**src/verilog/wake_mode_pkg.sv**
```systemverilog
// constants, types and register map of the wake and mode supervisor
// What this block does
// - run entry: clear errors, pulse reset, notify, power on
// - wait entry: watchdog off, counters cleared, power off
// - standby entry: power off, inputs may wake device
// - missed read after notify is a run-mode event
// - new latches hold input change until read
// - old register keeps prior state; change notifies host
// - old read harmless; new read shifts and re-arms
// - status read clears status and releases notify
// - upper four inputs maskable from notify and reset
// - masked inputs track live level in both registers
// - mid-level flag is comparator equivalence on input one
// - mid-level sets status bit six after selected delay
// - mid-level bit notifies, optionally resets, held till read
// - flag change restarts delay; repeats while mid-level stays
// - watchdog active after reset pulse; failure pulses reset
// - first trigger within window after pulse accepted
// - oscillator failure resets; bit five set after restart
// - timer start edge; after expiry pulse, notify, power
// - timer starts once per edge, idle after reset
// - timer start only in run; input zero ends early
// - oscillator fault leaves wait without status bit two
// - status bit order as listed, seven down to zero
// - five watchdog failures or missed read enter standby
// - reset pulse width 1, 5, 10, 20 ms, default 20
package wake_mode_pkg;

  // ----------------------------------------------------------------
  // register map (byte addresses)
  // ----------------------------------------------------------------
  localparam logic [4:0] ADDR_STATUS = 5'h00;
  localparam logic [4:0] ADDR_OLD = 5'h04;
  localparam logic [4:0] ADDR_NEW = 5'h08;
  localparam logic [4:0] ADDR_CTRL = 5'h0C;
  localparam logic [4:0] ADDR_IMPED = 5'h10;
  localparam logic [4:0] ADDR_CMD = 5'h14;
  localparam logic [4:0] ADDR_MODE = 5'h18;

  localparam logic [7:0] STATUS_RST = 8'h02;
  localparam logic [7:0] CTRL_RST = 8'h03;
  localparam logic [1:0] IMPED_RST = 2'h3;

  // status bits
  localparam int ST_CHANGE = 7;
  localparam int ST_MID = 6;
  localparam int ST_OSC = 5;
  localparam int ST_MISSED = 4;
  localparam int ST_UV = 2;
  localparam int ST_DEVRST = 1;
  localparam int ST_WD = 0;

  // control register fields
  localparam int CTRL_WIDTH_LO = 0;
  localparam int CTRL_MASK_LO = 4;
  localparam int CTRL_MIDRST = 2;
  // command register bits (write only)
  localparam int CMD_STANDBY = 0;
  localparam int CMD_POWER = 1;
  localparam int CMD_POWER_SET = 2;

  // ----------------------------------------------------------------
  // timing, in ms; failure and trigger counts
  // ----------------------------------------------------------------
  localparam logic [9:0] PULSE_MS_0 = 10'h001;
  localparam logic [9:0] PULSE_MS_1 = 10'h005;
  localparam logic [9:0] PULSE_MS_2 = 10'h00A;
  localparam logic [9:0] PULSE_MS_3 = 10'h014;
  localparam logic [9:0] UV_MS = 10'h0FA;
  localparam logic [9:0] MID_MS_0 = 10'h010;
  localparam logic [9:0] MID_MS_1 = 10'h020;
  localparam logic [9:0] MID_MS_2 = 10'h040;
  localparam logic [9:0] MID_MS_3 = 10'h080;
  localparam logic [2:0] WD_FAIL_LIMIT = 3'h5;
  localparam logic [1:0] MISSED_TRIGGERS = 2'h2;

  typedef enum logic [1:0] {
    MODE_RUN = 2'b00,
    MODE_WAIT = 2'b01,
    MODE_STANDBY = 2'b10
  } mode_t;

  typedef struct packed {
    logic hi;
    logic lo;
  } cmp_t;

endpackage : wake_mode_pkg

```
**src/verilog/wake_mode_supervisor.sv**
```systemverilog
// wake and mode supervisor with a classic wishbone register slave
`timescale 1ns/1ps
module wake_mode_supervisor #(
  parameter int CYCLES_PER_MS = 125000,
  parameter logic [9:0] WD_WINDOW_MS = 10'h1F4
) (
  input wire logic clk_i,
  input wire logic rst_i,
  input wire logic wb_cyc_i,
  input wire logic wb_stb_i,
  input wire logic wb_we_i,
  input wire logic [4:0] wb_adr_i,
  input wire logic [3:0] wb_sel_i,
  input wire logic [31:0] wb_dat_i,
  output logic [31:0] wb_dat_o,
  output logic wb_ack_o,
  input wire logic [7:0] sense_inputs_i,
  input wire logic mid_cmp_hi_i,
  input wire logic mid_cmp_lo_i,
  input wire logic watchdog_trigger_i,
  input wire logic low_volt_timer_start_n_i,
  input wire logic osc_fail_i,
  output logic power_enable_o,
  output logic reset_pulse_out_o,
  output logic change_notify_n_o,
  output logic change_notify_n_oe_o,
  output logic serial_if_reset_o
);

  // ----------------------------------------------------------------
  // input synchronisers
  // ----------------------------------------------------------------
  localparam int NSYNC = 12;
  logic [NSYNC-1:0] sync1_r;
  logic [NSYNC-1:0] sync2_r;
  logic [NSYNC-1:0] sync3_r;
  wire [NSYNC-1:0] async_in = {osc_fail_i, low_volt_timer_start_n_i, watchdog_trigger_i,
                               mid_cmp_lo_i, mid_cmp_hi_i, sense_inputs_i[7:2], sense_inputs_i[0]};
  always_ff @(posedge clk_i) begin
    sync1_r <= async_in;
    sync2_r <= sync1_r;
    sync3_r <= sync2_r;
  end

  wake_mode_pkg::cmp_t cmp;
  assign cmp = {sync2_r[7], sync2_r[8]};
  wire mid_flag = ~(cmp.hi ^ cmp.lo);
  // level result follows the high comparator: 1, either (0), 0
  wire [7:0] live = {sync2_r[6:1], cmp.hi, sync2_r[0]};
  wire wd_edge = sync2_r[9] ^ sync3_r[9];
  wire ts_fall = sync3_r[10] & ~sync2_r[10];
  wire osc_fail = sync2_r[11];
  wire osc_rise = sync2_r[11] & ~sync3_r[11];
  wire osc_fall = ~sync2_r[11] & sync3_r[11];

  // ----------------------------------------------------------------
  // ms tick
  // ----------------------------------------------------------------
  logic [31:0] pre_r;
  logic tick_r;
  always_ff @(posedge clk_i) begin
    if (rst_i || pre_r == 32'(CYCLES_PER_MS - 1)) begin
      pre_r <= 32'h0;
    end else begin
      pre_r <= pre_r + 32'h1;
    end
    tick_r <= !rst_i && pre_r == 32'(CYCLES_PER_MS - 1);
  end

  // ----------------------------------------------------------------
  // registers and bus decode
  // ----------------------------------------------------------------
  wake_mode_pkg::mode_t mode_r;
  logic [7:0] status_r;
  logic [7:0] old_r;
  logic [7:0] new_r;
  logic [7:0] armed_r;
  logic [7:0] ctrl_r;
  logic [1:0] imped_r;
  logic power_r;
  logic ack_r;
  logic [31:0] dat_r;

  wire access = wb_cyc_i & wb_stb_i & ~ack_r;
  wire wr = access & wb_we_i & wb_sel_i[0];
  wire rd = access & ~wb_we_i;
  wire rd_status = rd && wb_adr_i == wake_mode_pkg::ADDR_STATUS;
  wire rd_new = rd && wb_adr_i == wake_mode_pkg::ADDR_NEW;
  wire wr_ctrl = wr && wb_adr_i == wake_mode_pkg::ADDR_CTRL;
  wire wr_imped = wr && wb_adr_i == wake_mode_pkg::ADDR_IMPED;
  wire wr_cmd = wr && wb_adr_i == wake_mode_pkg::ADDR_CMD;
  wire in_run = mode_r == wake_mode_pkg::MODE_RUN;

  logic [7:0] rd_byte;
  always_comb begin
    unique case (wb_adr_i)
      wake_mode_pkg::ADDR_STATUS: rd_byte = status_r;
      wake_mode_pkg::ADDR_OLD: rd_byte = old_r;
      wake_mode_pkg::ADDR_NEW: rd_byte = new_r;
      wake_mode_pkg::ADDR_CTRL: rd_byte = ctrl_r;
      wake_mode_pkg::ADDR_IMPED: rd_byte = {6'h00, imped_r};
      wake_mode_pkg::ADDR_MODE: rd_byte = {6'h00, mode_r};
      default: rd_byte = 8'h00;
    endcase
  end

  // unmapped addresses are acked and read as zero; writes there are dropped
  always_ff @(posedge clk_i) begin
    if (rst_i) begin
      ack_r <= 1'b0;
      dat_r <= 32'h0;
    end else begin
      ack_r <= access;
      if (rd) begin
        dat_r <= {24'h000000, rd_byte};
      end
    end
  end

  always_ff @(posedge clk_i) begin
    if (rst_i) begin
      ctrl_r <= wake_mode_pkg::CTRL_RST;
      imped_r <= wake_mode_pkg::IMPED_RST;
    end else begin
      if (wr_ctrl) begin
        ctrl_r <= wb_dat_i[7:0];
      end
      if (wr_imped) begin
        imped_r <= wb_dat_i[1:0];
      end
    end
  end

  // ----------------------------------------------------------------
  // sense latches
  // ----------------------------------------------------------------
  wire [7:0] mask = {ctrl_r[wake_mode_pkg::CTRL_MASK_LO +: 4], 4'h0};
  logic [7:0] change;
  logic init_r;
  genvar gi;
  generate
    for (gi = 0; gi < 8; gi++) begin : g_sense
      // no change is reported on the edge that loads the latches, so a pin high at release stays quiet
      assign change[gi] = armed_r[gi] & ~mask[gi] & ~init_r & (live[gi] != new_r[gi]);
      always_ff @(posedge clk_i) begin
        if (rst_i) begin
          armed_r[gi] <= 1'b1;
          new_r[gi] <= 1'b0;
          old_r[gi] <= 1'b0;
        end else if (init_r || mask[gi]) begin
          new_r[gi] <= live[gi];
          old_r[gi] <= live[gi];
          armed_r[gi] <= 1'b1;
        end else if (rd_new) begin
          old_r[gi] <= new_r[gi];
          armed_r[gi] <= 1'b1;
        end else if (change[gi]) begin
          new_r[gi] <= live[gi];
          armed_r[gi] <= 1'b0;
        end
      end
    end
  endgenerate
  wire any_change = |change;

  // ----------------------------------------------------------------
  // mid-level detect
  // ----------------------------------------------------------------
  logic [9:0] mid_cnt_r;
  logic mid_prev_r;
  logic [9:0] mid_delay;
  always_comb begin
    unique case (imped_r)
      2'h0: mid_delay = wake_mode_pkg::MID_MS_0;
      2'h1: mid_delay = wake_mode_pkg::MID_MS_1;
      2'h2: mid_delay = wake_mode_pkg::MID_MS_2;
      default: mid_delay = wake_mode_pkg::MID_MS_3;
    endcase
  end
  wire mid_hit = mid_flag && tick_r && mid_cnt_r >= mid_delay - 10'h1;
  always_ff @(posedge clk_i) begin
    mid_prev_r <= mid_flag;
    if (rst_i || mid_flag != mid_prev_r || mid_hit) begin
      mid_cnt_r <= 10'h0;
    end else if (mid_flag && tick_r) begin
      mid_cnt_r <= mid_cnt_r + 10'h1;
    end
  end

  // ----------------------------------------------------------------
  // reset pulse
  // ----------------------------------------------------------------
  logic [9:0] pulse_cnt_r;
  logic pulse_r;
  logic [9:0] pulse_len;
  always_comb begin
    unique case (ctrl_r[wake_mode_pkg::CTRL_WIDTH_LO +: 2])
      2'h0: pulse_len = wake_mode_pkg::PULSE_MS_0;
      2'h1: pulse_len = wake_mode_pkg::PULSE_MS_1;
      2'h2: pulse_len = wake_mode_pkg::PULSE_MS_2;
      default: pulse_len = wake_mode_pkg::PULSE_MS_3;
    endcase
  end

  // ----------------------------------------------------------------
  // watchdog, missed read and undervoltage timer
  // ----------------------------------------------------------------
  logic [9:0] wd_cnt_r;
  logic [2:0] wd_err_r;
  logic [1:0] miss_cnt_r;
  logic [9:0] uv_cnt_r;
  logic chi_r;
  logic osc_pend_r;

  wire wd_on = in_run & ~pulse_r;
  wire wd_fail = wd_on && tick_r && wd_cnt_r >= WD_WINDOW_MS - 10'h1;
  wire missed = in_run && chi_r && !rd_status && wd_edge && miss_cnt_r == wake_mode_pkg::MISSED_TRIGGERS - 2'h1;
  wire wd_limit = wd_fail && wd_err_r == wake_mode_pkg::WD_FAIL_LIMIT - 3'h1;
  wire uv_start = in_run && ts_fall;
  wire uv_done = mode_r == wake_mode_pkg::MODE_WAIT && ((tick_r && uv_cnt_r >= wake_mode_pkg::UV_MS - 10'h1) || live[0]);
  wire go_standby = missed || wd_limit || (in_run && wr_cmd && wb_dat_i[wake_mode_pkg::CMD_STANDBY]);
  wire stby = mode_r == wake_mode_pkg::MODE_STANDBY;
  wire stby_wake = stby && (any_change || mid_hit || osc_rise);
  wire wait_wake = uv_done || (mode_r == wake_mode_pkg::MODE_WAIT && osc_rise);
  wire enter_run = stby_wake || wait_wake;
  wire mid_rst = mid_hit && ctrl_r[wake_mode_pkg::CTRL_MIDRST];
  wire fire_pulse = enter_run || (in_run && (wd_fail || osc_rise || mid_rst) && !go_standby);

  always_ff @(posedge clk_i) begin
    if (rst_i) begin
      wd_cnt_r <= 10'h0;
      wd_err_r <= 3'h0;
      miss_cnt_r <= 2'h0;
      uv_cnt_r <= 10'h0;
    end else begin
      if (!wd_on || wd_edge || wd_fail || uv_start) begin
        wd_cnt_r <= 10'h0;
      end else if (tick_r) begin
        wd_cnt_r <= wd_cnt_r + 10'h1;
      end
      if (enter_run || go_standby || uv_start) begin
        wd_err_r <= 3'h0;
      end else if (wd_fail) begin
        wd_err_r <= wd_err_r + 3'h1;
      end
      if (!in_run || !chi_r || rd_status || missed) begin
        miss_cnt_r <= 2'h0;
      end else if (wd_edge) begin
        miss_cnt_r <= miss_cnt_r + 2'h1;
      end
      if (uv_start || mode_r != wake_mode_pkg::MODE_WAIT) begin
        uv_cnt_r <= 10'h0;
      end else if (tick_r) begin
        uv_cnt_r <= uv_cnt_r + 10'h1;
      end
    end
  end

  // ----------------------------------------------------------------
  // status register: hardware set wins over read clear
  // ----------------------------------------------------------------
  logic [7:0] st_set;
  always_comb begin
    st_set = 8'h00;
    st_set[wake_mode_pkg::ST_CHANGE] = any_change;
    st_set[wake_mode_pkg::ST_MID] = mid_hit;
    st_set[wake_mode_pkg::ST_OSC] = osc_fall & osc_pend_r;
    st_set[wake_mode_pkg::ST_MISSED] = missed;
    st_set[wake_mode_pkg::ST_UV] = uv_done;
    st_set[wake_mode_pkg::ST_WD] = wd_fail;
  end
  wire [7:0] status_nxt = (rd_status ? 8'h00 : status_r) | st_set;
  wire chi_event = any_change || mid_hit || missed || uv_done || wd_fail || osc_rise || enter_run;

  // ----------------------------------------------------------------
  // mode machine and outputs
  // ----------------------------------------------------------------
  always_ff @(posedge clk_i) begin
    if (rst_i) begin
      mode_r <= wake_mode_pkg::MODE_RUN;
      status_r <= wake_mode_pkg::STATUS_RST;
      pulse_r <= 1'b1;
      pulse_cnt_r <= 10'h0;
      chi_r <= 1'b1;
      power_r <= 1'b1;
      osc_pend_r <= 1'b0;
      init_r <= 1'b1;
      serial_if_reset_o <= 1'b1;
    end else begin
      init_r <= 1'b0;
      status_r <= status_nxt;
      serial_if_reset_o <= fire_pulse;
      if (osc_rise) begin
        osc_pend_r <= 1'b1;
      end else if (osc_fall) begin
        osc_pend_r <= 1'b0;
      end
      if (fire_pulse) begin
        pulse_r <= 1'b1;
        pulse_cnt_r <= 10'h0;
      end else if (pulse_r && tick_r) begin
        pulse_cnt_r <= pulse_cnt_r + 10'h1;
        if (pulse_cnt_r >= pulse_len - 10'h1) begin
          pulse_r <= 1'b0;
        end
      end
      if (chi_event) begin
        chi_r <= 1'b1;
      end else if (rd_status) begin
        chi_r <= 1'b0;
      end
      unique case (mode_r)
        wake_mode_pkg::MODE_RUN: begin
          if (go_standby) begin
            mode_r <= wake_mode_pkg::MODE_STANDBY;
            power_r <= 1'b0;
          end else if (uv_start) begin
            mode_r <= wake_mode_pkg::MODE_WAIT;
            power_r <= 1'b0;
          end else if (wr_cmd && wb_dat_i[wake_mode_pkg::CMD_POWER_SET]) begin
            power_r <= wb_dat_i[wake_mode_pkg::CMD_POWER];
          end
        end
        wake_mode_pkg::MODE_WAIT, wake_mode_pkg::MODE_STANDBY: begin
          if (enter_run) begin
            mode_r <= wake_mode_pkg::MODE_RUN;
            power_r <= 1'b1;
          end
        end
        default: begin
          mode_r <= wake_mode_pkg::MODE_RUN;
        end
      endcase
    end
  end

  // ----------------------------------------------------------------
  // pin outputs, all from flip-flops
  // ----------------------------------------------------------------
  // notify pin is only driven in run; in wait and standby it floats
  always_ff @(posedge clk_i) begin
    if (rst_i) begin
      power_enable_o <= 1'b0;
      reset_pulse_out_o <= 1'b1;
      change_notify_n_o <= 1'b0;
      change_notify_n_oe_o <= 1'b0;
    end else begin
      power_enable_o <= power_r & ~osc_fail;
      reset_pulse_out_o <= pulse_r;
      change_notify_n_o <= 1'b0;
      change_notify_n_oe_o <= in_run & (chi_r | osc_fail);
    end
  end

  assign wb_ack_o = ack_r;
  assign wb_dat_o = dat_r;

endmodule : wake_mode_supervisor
```
**config.mk**
```make
export PLATFORM = sky130hd
export DESIGN_NAME = wake_mode_supervisor
export DESIGN_NICKNAME = d
export VERILOG_FILES = /design/src/verilog/wake_mode_pkg.sv /design/src/verilog/wake_mode_supervisor.sv
export SDC_FILE = /design/constraint.sdc
export NUM_CORES = 1
export LEC_CHECK = 0
export ABC_AREA = 1
export BUFFER_PORTS_ARGS = -buffer_cell sky130_fd_sc_hd__buf_2
export CORE_MARGIN = 2
export CORE_UTILIZATION = 50
export CTS_CLUSTER_DIAMETER = 80
export CTS_CLUSTER_SIZE = 16
export DETAILED_ROUTE_END_ITERATION = 12
export PLACE_DENSITY = 0.7
export SLEW_MARGIN = 30
export SYNTH_ARGS = -nofsm -noshare
export SYNTH_HDL_FRONTEND = slang
export SYNTH_SLANG_ARGS = --single-unit
```
**constraint.sdc**
```tcl
create_clock -name clk_i -period 2.15 [get_ports clk_i]
set_clock_uncertainty 0.15 [all_clocks]
set_input_delay 0.3225 -clock clk_i [delete_from_list [all_inputs] [get_ports clk_i]]
set_output_delay 0.3225 -clock clk_i [all_outputs]
set_load 0.005 [all_outputs]
```
==> results.cfg <==
[logic_synthesis]
synth_ff_type = dfxtp_1
yosys.area.top_type_share_pct = 42.6
yosys_warnings = 0
syn_area_sq_um = 7850
synth-seq-cells = 167
yosys.area.top_type = dfxtp_1
synth_edf_count = 0
async_flop_share_pct = 0
ys_top_cells_by_area = dfxtp_1 (43%), nand2_1 (11%), inv_1 (5.7%)
avgSynthCellArea_sq_um = 7.60
synth_common_cells = nand2_1 (234), dfxtp_1 (167), inv_1 (119), nor2_1 (108), a21oi_1 (69)
synth_cell_type_count = 53
synth.most_common_cell = nand2_1
yosysSeqAreaShare_pct = 42.6
synth_cells = 1032

[timing]
tightest_slew_ns = 0.539
slew_headroom_pct = 63.7
rsz0062_at_grt = yes
timing.final.crit_period_ns = 2.14
setup_tns_ns = 0
period_share_pct = 99.5
hold_viol = 0
slew_viol_final = 0
fmax_mhz = 467
setup_violations = 0

[cts]
cts_buffers = 17
clock_sinks = 167
clk_pin_slew_ns = 0.07
clock_path_buffers = 2
cts_root_buf = clkbuf_16
cts-htree-levels = 4
clock_latency_ns = 0.43
cts_tree = yes

[grt]
grt_remaining_overflow = 0
grt_pass1_wl_mm = 28.0
grt_pass1_vias = 6119
antenna_found_initial = 2
grt_use_total_pct = 21.1
grt_max_degree = 32

[power]
power.switching_mw = 1.86
power.internal_mw = 5.44
ir_drop_mv = 0.755
switching_share_pct = 25.5
seqPwrFrac_pct = 45.0
p_clk_share_pct = 43.8
p_comb_share_pct = 11.3
leakage_nw = 4.00
p_per_area_nw_per_um2 = 775

[flow_run]
drv_cap = 0

[setup_path]
endpoint_kind = flop
worstPathRequired_ns = 2.37
crit_buf_inv = 1
worstSetupPathType = reg2reg
cp_max_fo = 4
cp_cell_sequence = nand2_2, ha_4, nand2_1, nor2_1, nand3_1, nand3_2, nand2_4, nand3_2, nand2_2, nand3_4, nor2_4, buf_12, nand2_4, nor2_2
slowest_delay_ns = 0.39
crit_start = imped_r[1]$_SDFFE_PP1P_
critical_path.slowest_cell = dfxtp_4
path_delay_family = simple AND/OR/NAND/NOR gates
r2r_start = imped_r[1]$_SDFFE_PP1P_
cp.arrival_ns = 2.36
cp-start-kind = flop

[die]
dieArea_sq_um = 16700
die_y_um = 129
rows = 45
chipWidth_um = 129
coreArea_sq_um = 15300
start_util_pct = 51.4
io-pin-count = 97

[finish]
fin_nets = 1223
drive_gt1_share_pct = 18.1
stdcell_area_sq_um = 9430
fillCellCount = 1357
syn_to_final_growth_pct = 20.2

[placed_design]
place_area_sq_um = 8440
port_buffers = 43
place_congestion = 0.865
dp_hpwl_mm = 12.1

[route]
vias = 6586
wirelength_mm = 17.1
first_iter_violations = 343
firstDrtPassIters = 6
drcViolationCount = 0
wire_per_inst_um = 12.6
vias_per_cell = 4.84
ant_nets = 0

[status]
status = finished clean

[min_path]
hold_path.class = in2reg
worstHoldStart = wb_dat_i[7]
-- path summary, 6_finish.rpt --
check                                 to  slack (ns)  depth (start not counted)
max          pulse_cnt_r[4]$_SDFFE_PP0P_        0.01                         14
min               ctrl_r[7]$_SDFFE_PP0P_        0.03                          3
max reg2reg  pulse_cnt_r[4]$_SDFFE_PP0P_        0.01                         14
min reg2reg           sync2_r[5]$_DFF_P_        0.18                          0
-- power groups by stage --
stage / Clock (mW) / Combinational (mW) / Sequential [mW]
6_report: 3.20 / 0.824 / 3.29
5_1_grt: 3.39 / 0.920 / 3.30
4_1_cts: 3.25 / 0.748 / 3.29
3_5_place_dp: 0 / 0.718 / 3.35
3_3_place_gp: 0 / 0.705 / 3.35
2_1_floorplan: 0 / 0.515 / 3.34
-- cells by family after synthesis --
| family | Yosys count | share of synthesized area [%] |
|---|---|---|
| adders and majority gates | 27 | 4.31 |
| xor gates and xnor gates | 30 | 3.44 |
| muxes | 2 | 0.271 |
| other | 2 | 0.0957 |
| and+or+nand+nor | 500 | 30.3 |
| buffers and inverters | 171 | 9.71 |
| AOI/OAI and AO/OA | 133 | 9.28 |
| DFF | 167 | 42.6 |
-- stage by stage --
stage               std cells  hold slack, ns  power [mW]  setup WS, ns  utilization, %
floorplan                1057           0.160        3.86         0.230               -
global placement         1307           0.160        4.06        0.0650            55.3
detailed placement       1307           0.162        4.07        0.0444            55.3
CTS                      1356          0.0116        7.28        0.0246            60.5
global route             1361          0.0313        7.60       -0.0773            61.8
finish                   1362          0.0304        7.31       0.00976            61.8
-- cell type report --
class	instances	area, sq um	share of cell area, %
tap	211	264	2.80
multi-input combinational	719	3960	42.0
sequential	167	3360	35.6
timing repair buffer	100	711	7.54
antenna	1	2.50	0.0265
clock buffer	19	453	4.80
inverter	131	504	5.35
clock inverter	13	166	1.76
timing repair inverter	1	8.76	0.0929
-- routing by layer --
layer  track usage, %  up-vias  routed length [um]
li1                 -     3468                   -
met1             27.7     3006                8320
met2             34.0       86                7930
met3             5.82       24                 588
met4             6.78        2                 255
met5                0        -                  13
-- sequential cells by signal (all words and copies together), names as in the netlist, 10 cells and up --
register	flops
wd_cnt_r	10
pre_r	32
pulse_cnt_r	10
mid_cnt_r	10
sync1_r	12
sync2_r	12
uv_cnt_r	10
-- tightest hold or removal path, delay by kind of cell --
family | cells | cell delay (ns)
AOI/OAI and AO/OA | 2 | 0.17
buffers and inverters | 1 | 0.08
-- cell usage in the layout (no fill, tap or decap), types with 4 or more instances in the layout --
master,n
nand4_1,18
nand3b_1,4
o21ai_0,34
a211oi_1,5
inv_2,12
dfxtp_1,160
inv_1,117
inv_6,5
conb_1,27
o211ai_1,5
nand2_4,4
nor3b_1,5
nor2_1,106
a21oi_1,69
xor2_1,18
buf_2,43
or2_2,4
dfxtp_2,4
a31oi_1,6
nor3_1,29
nor2_2,5
ha_1,23
nand2_1,227
nand2_2,14
nand3_2,4
nor2_4,22
dlygate4sd3_1,17
xnor2_1,11
buf_4,38
nand3_1,32
nor4_1,8
clkbuf_16,17
-- repair_timing --
item | 4_1_cts | 5_1_grt
hold endpoints to repair | 17 | 0
endpoints found under the setup margin | 1 | 30
gates resized for setup | 0 | 40
buffers inserted | 0 | 4
pin swaps | 1 | 11
hold buffers | 17 | 0
cloned | 0 | 1
(Power assumes the default switching activity.)
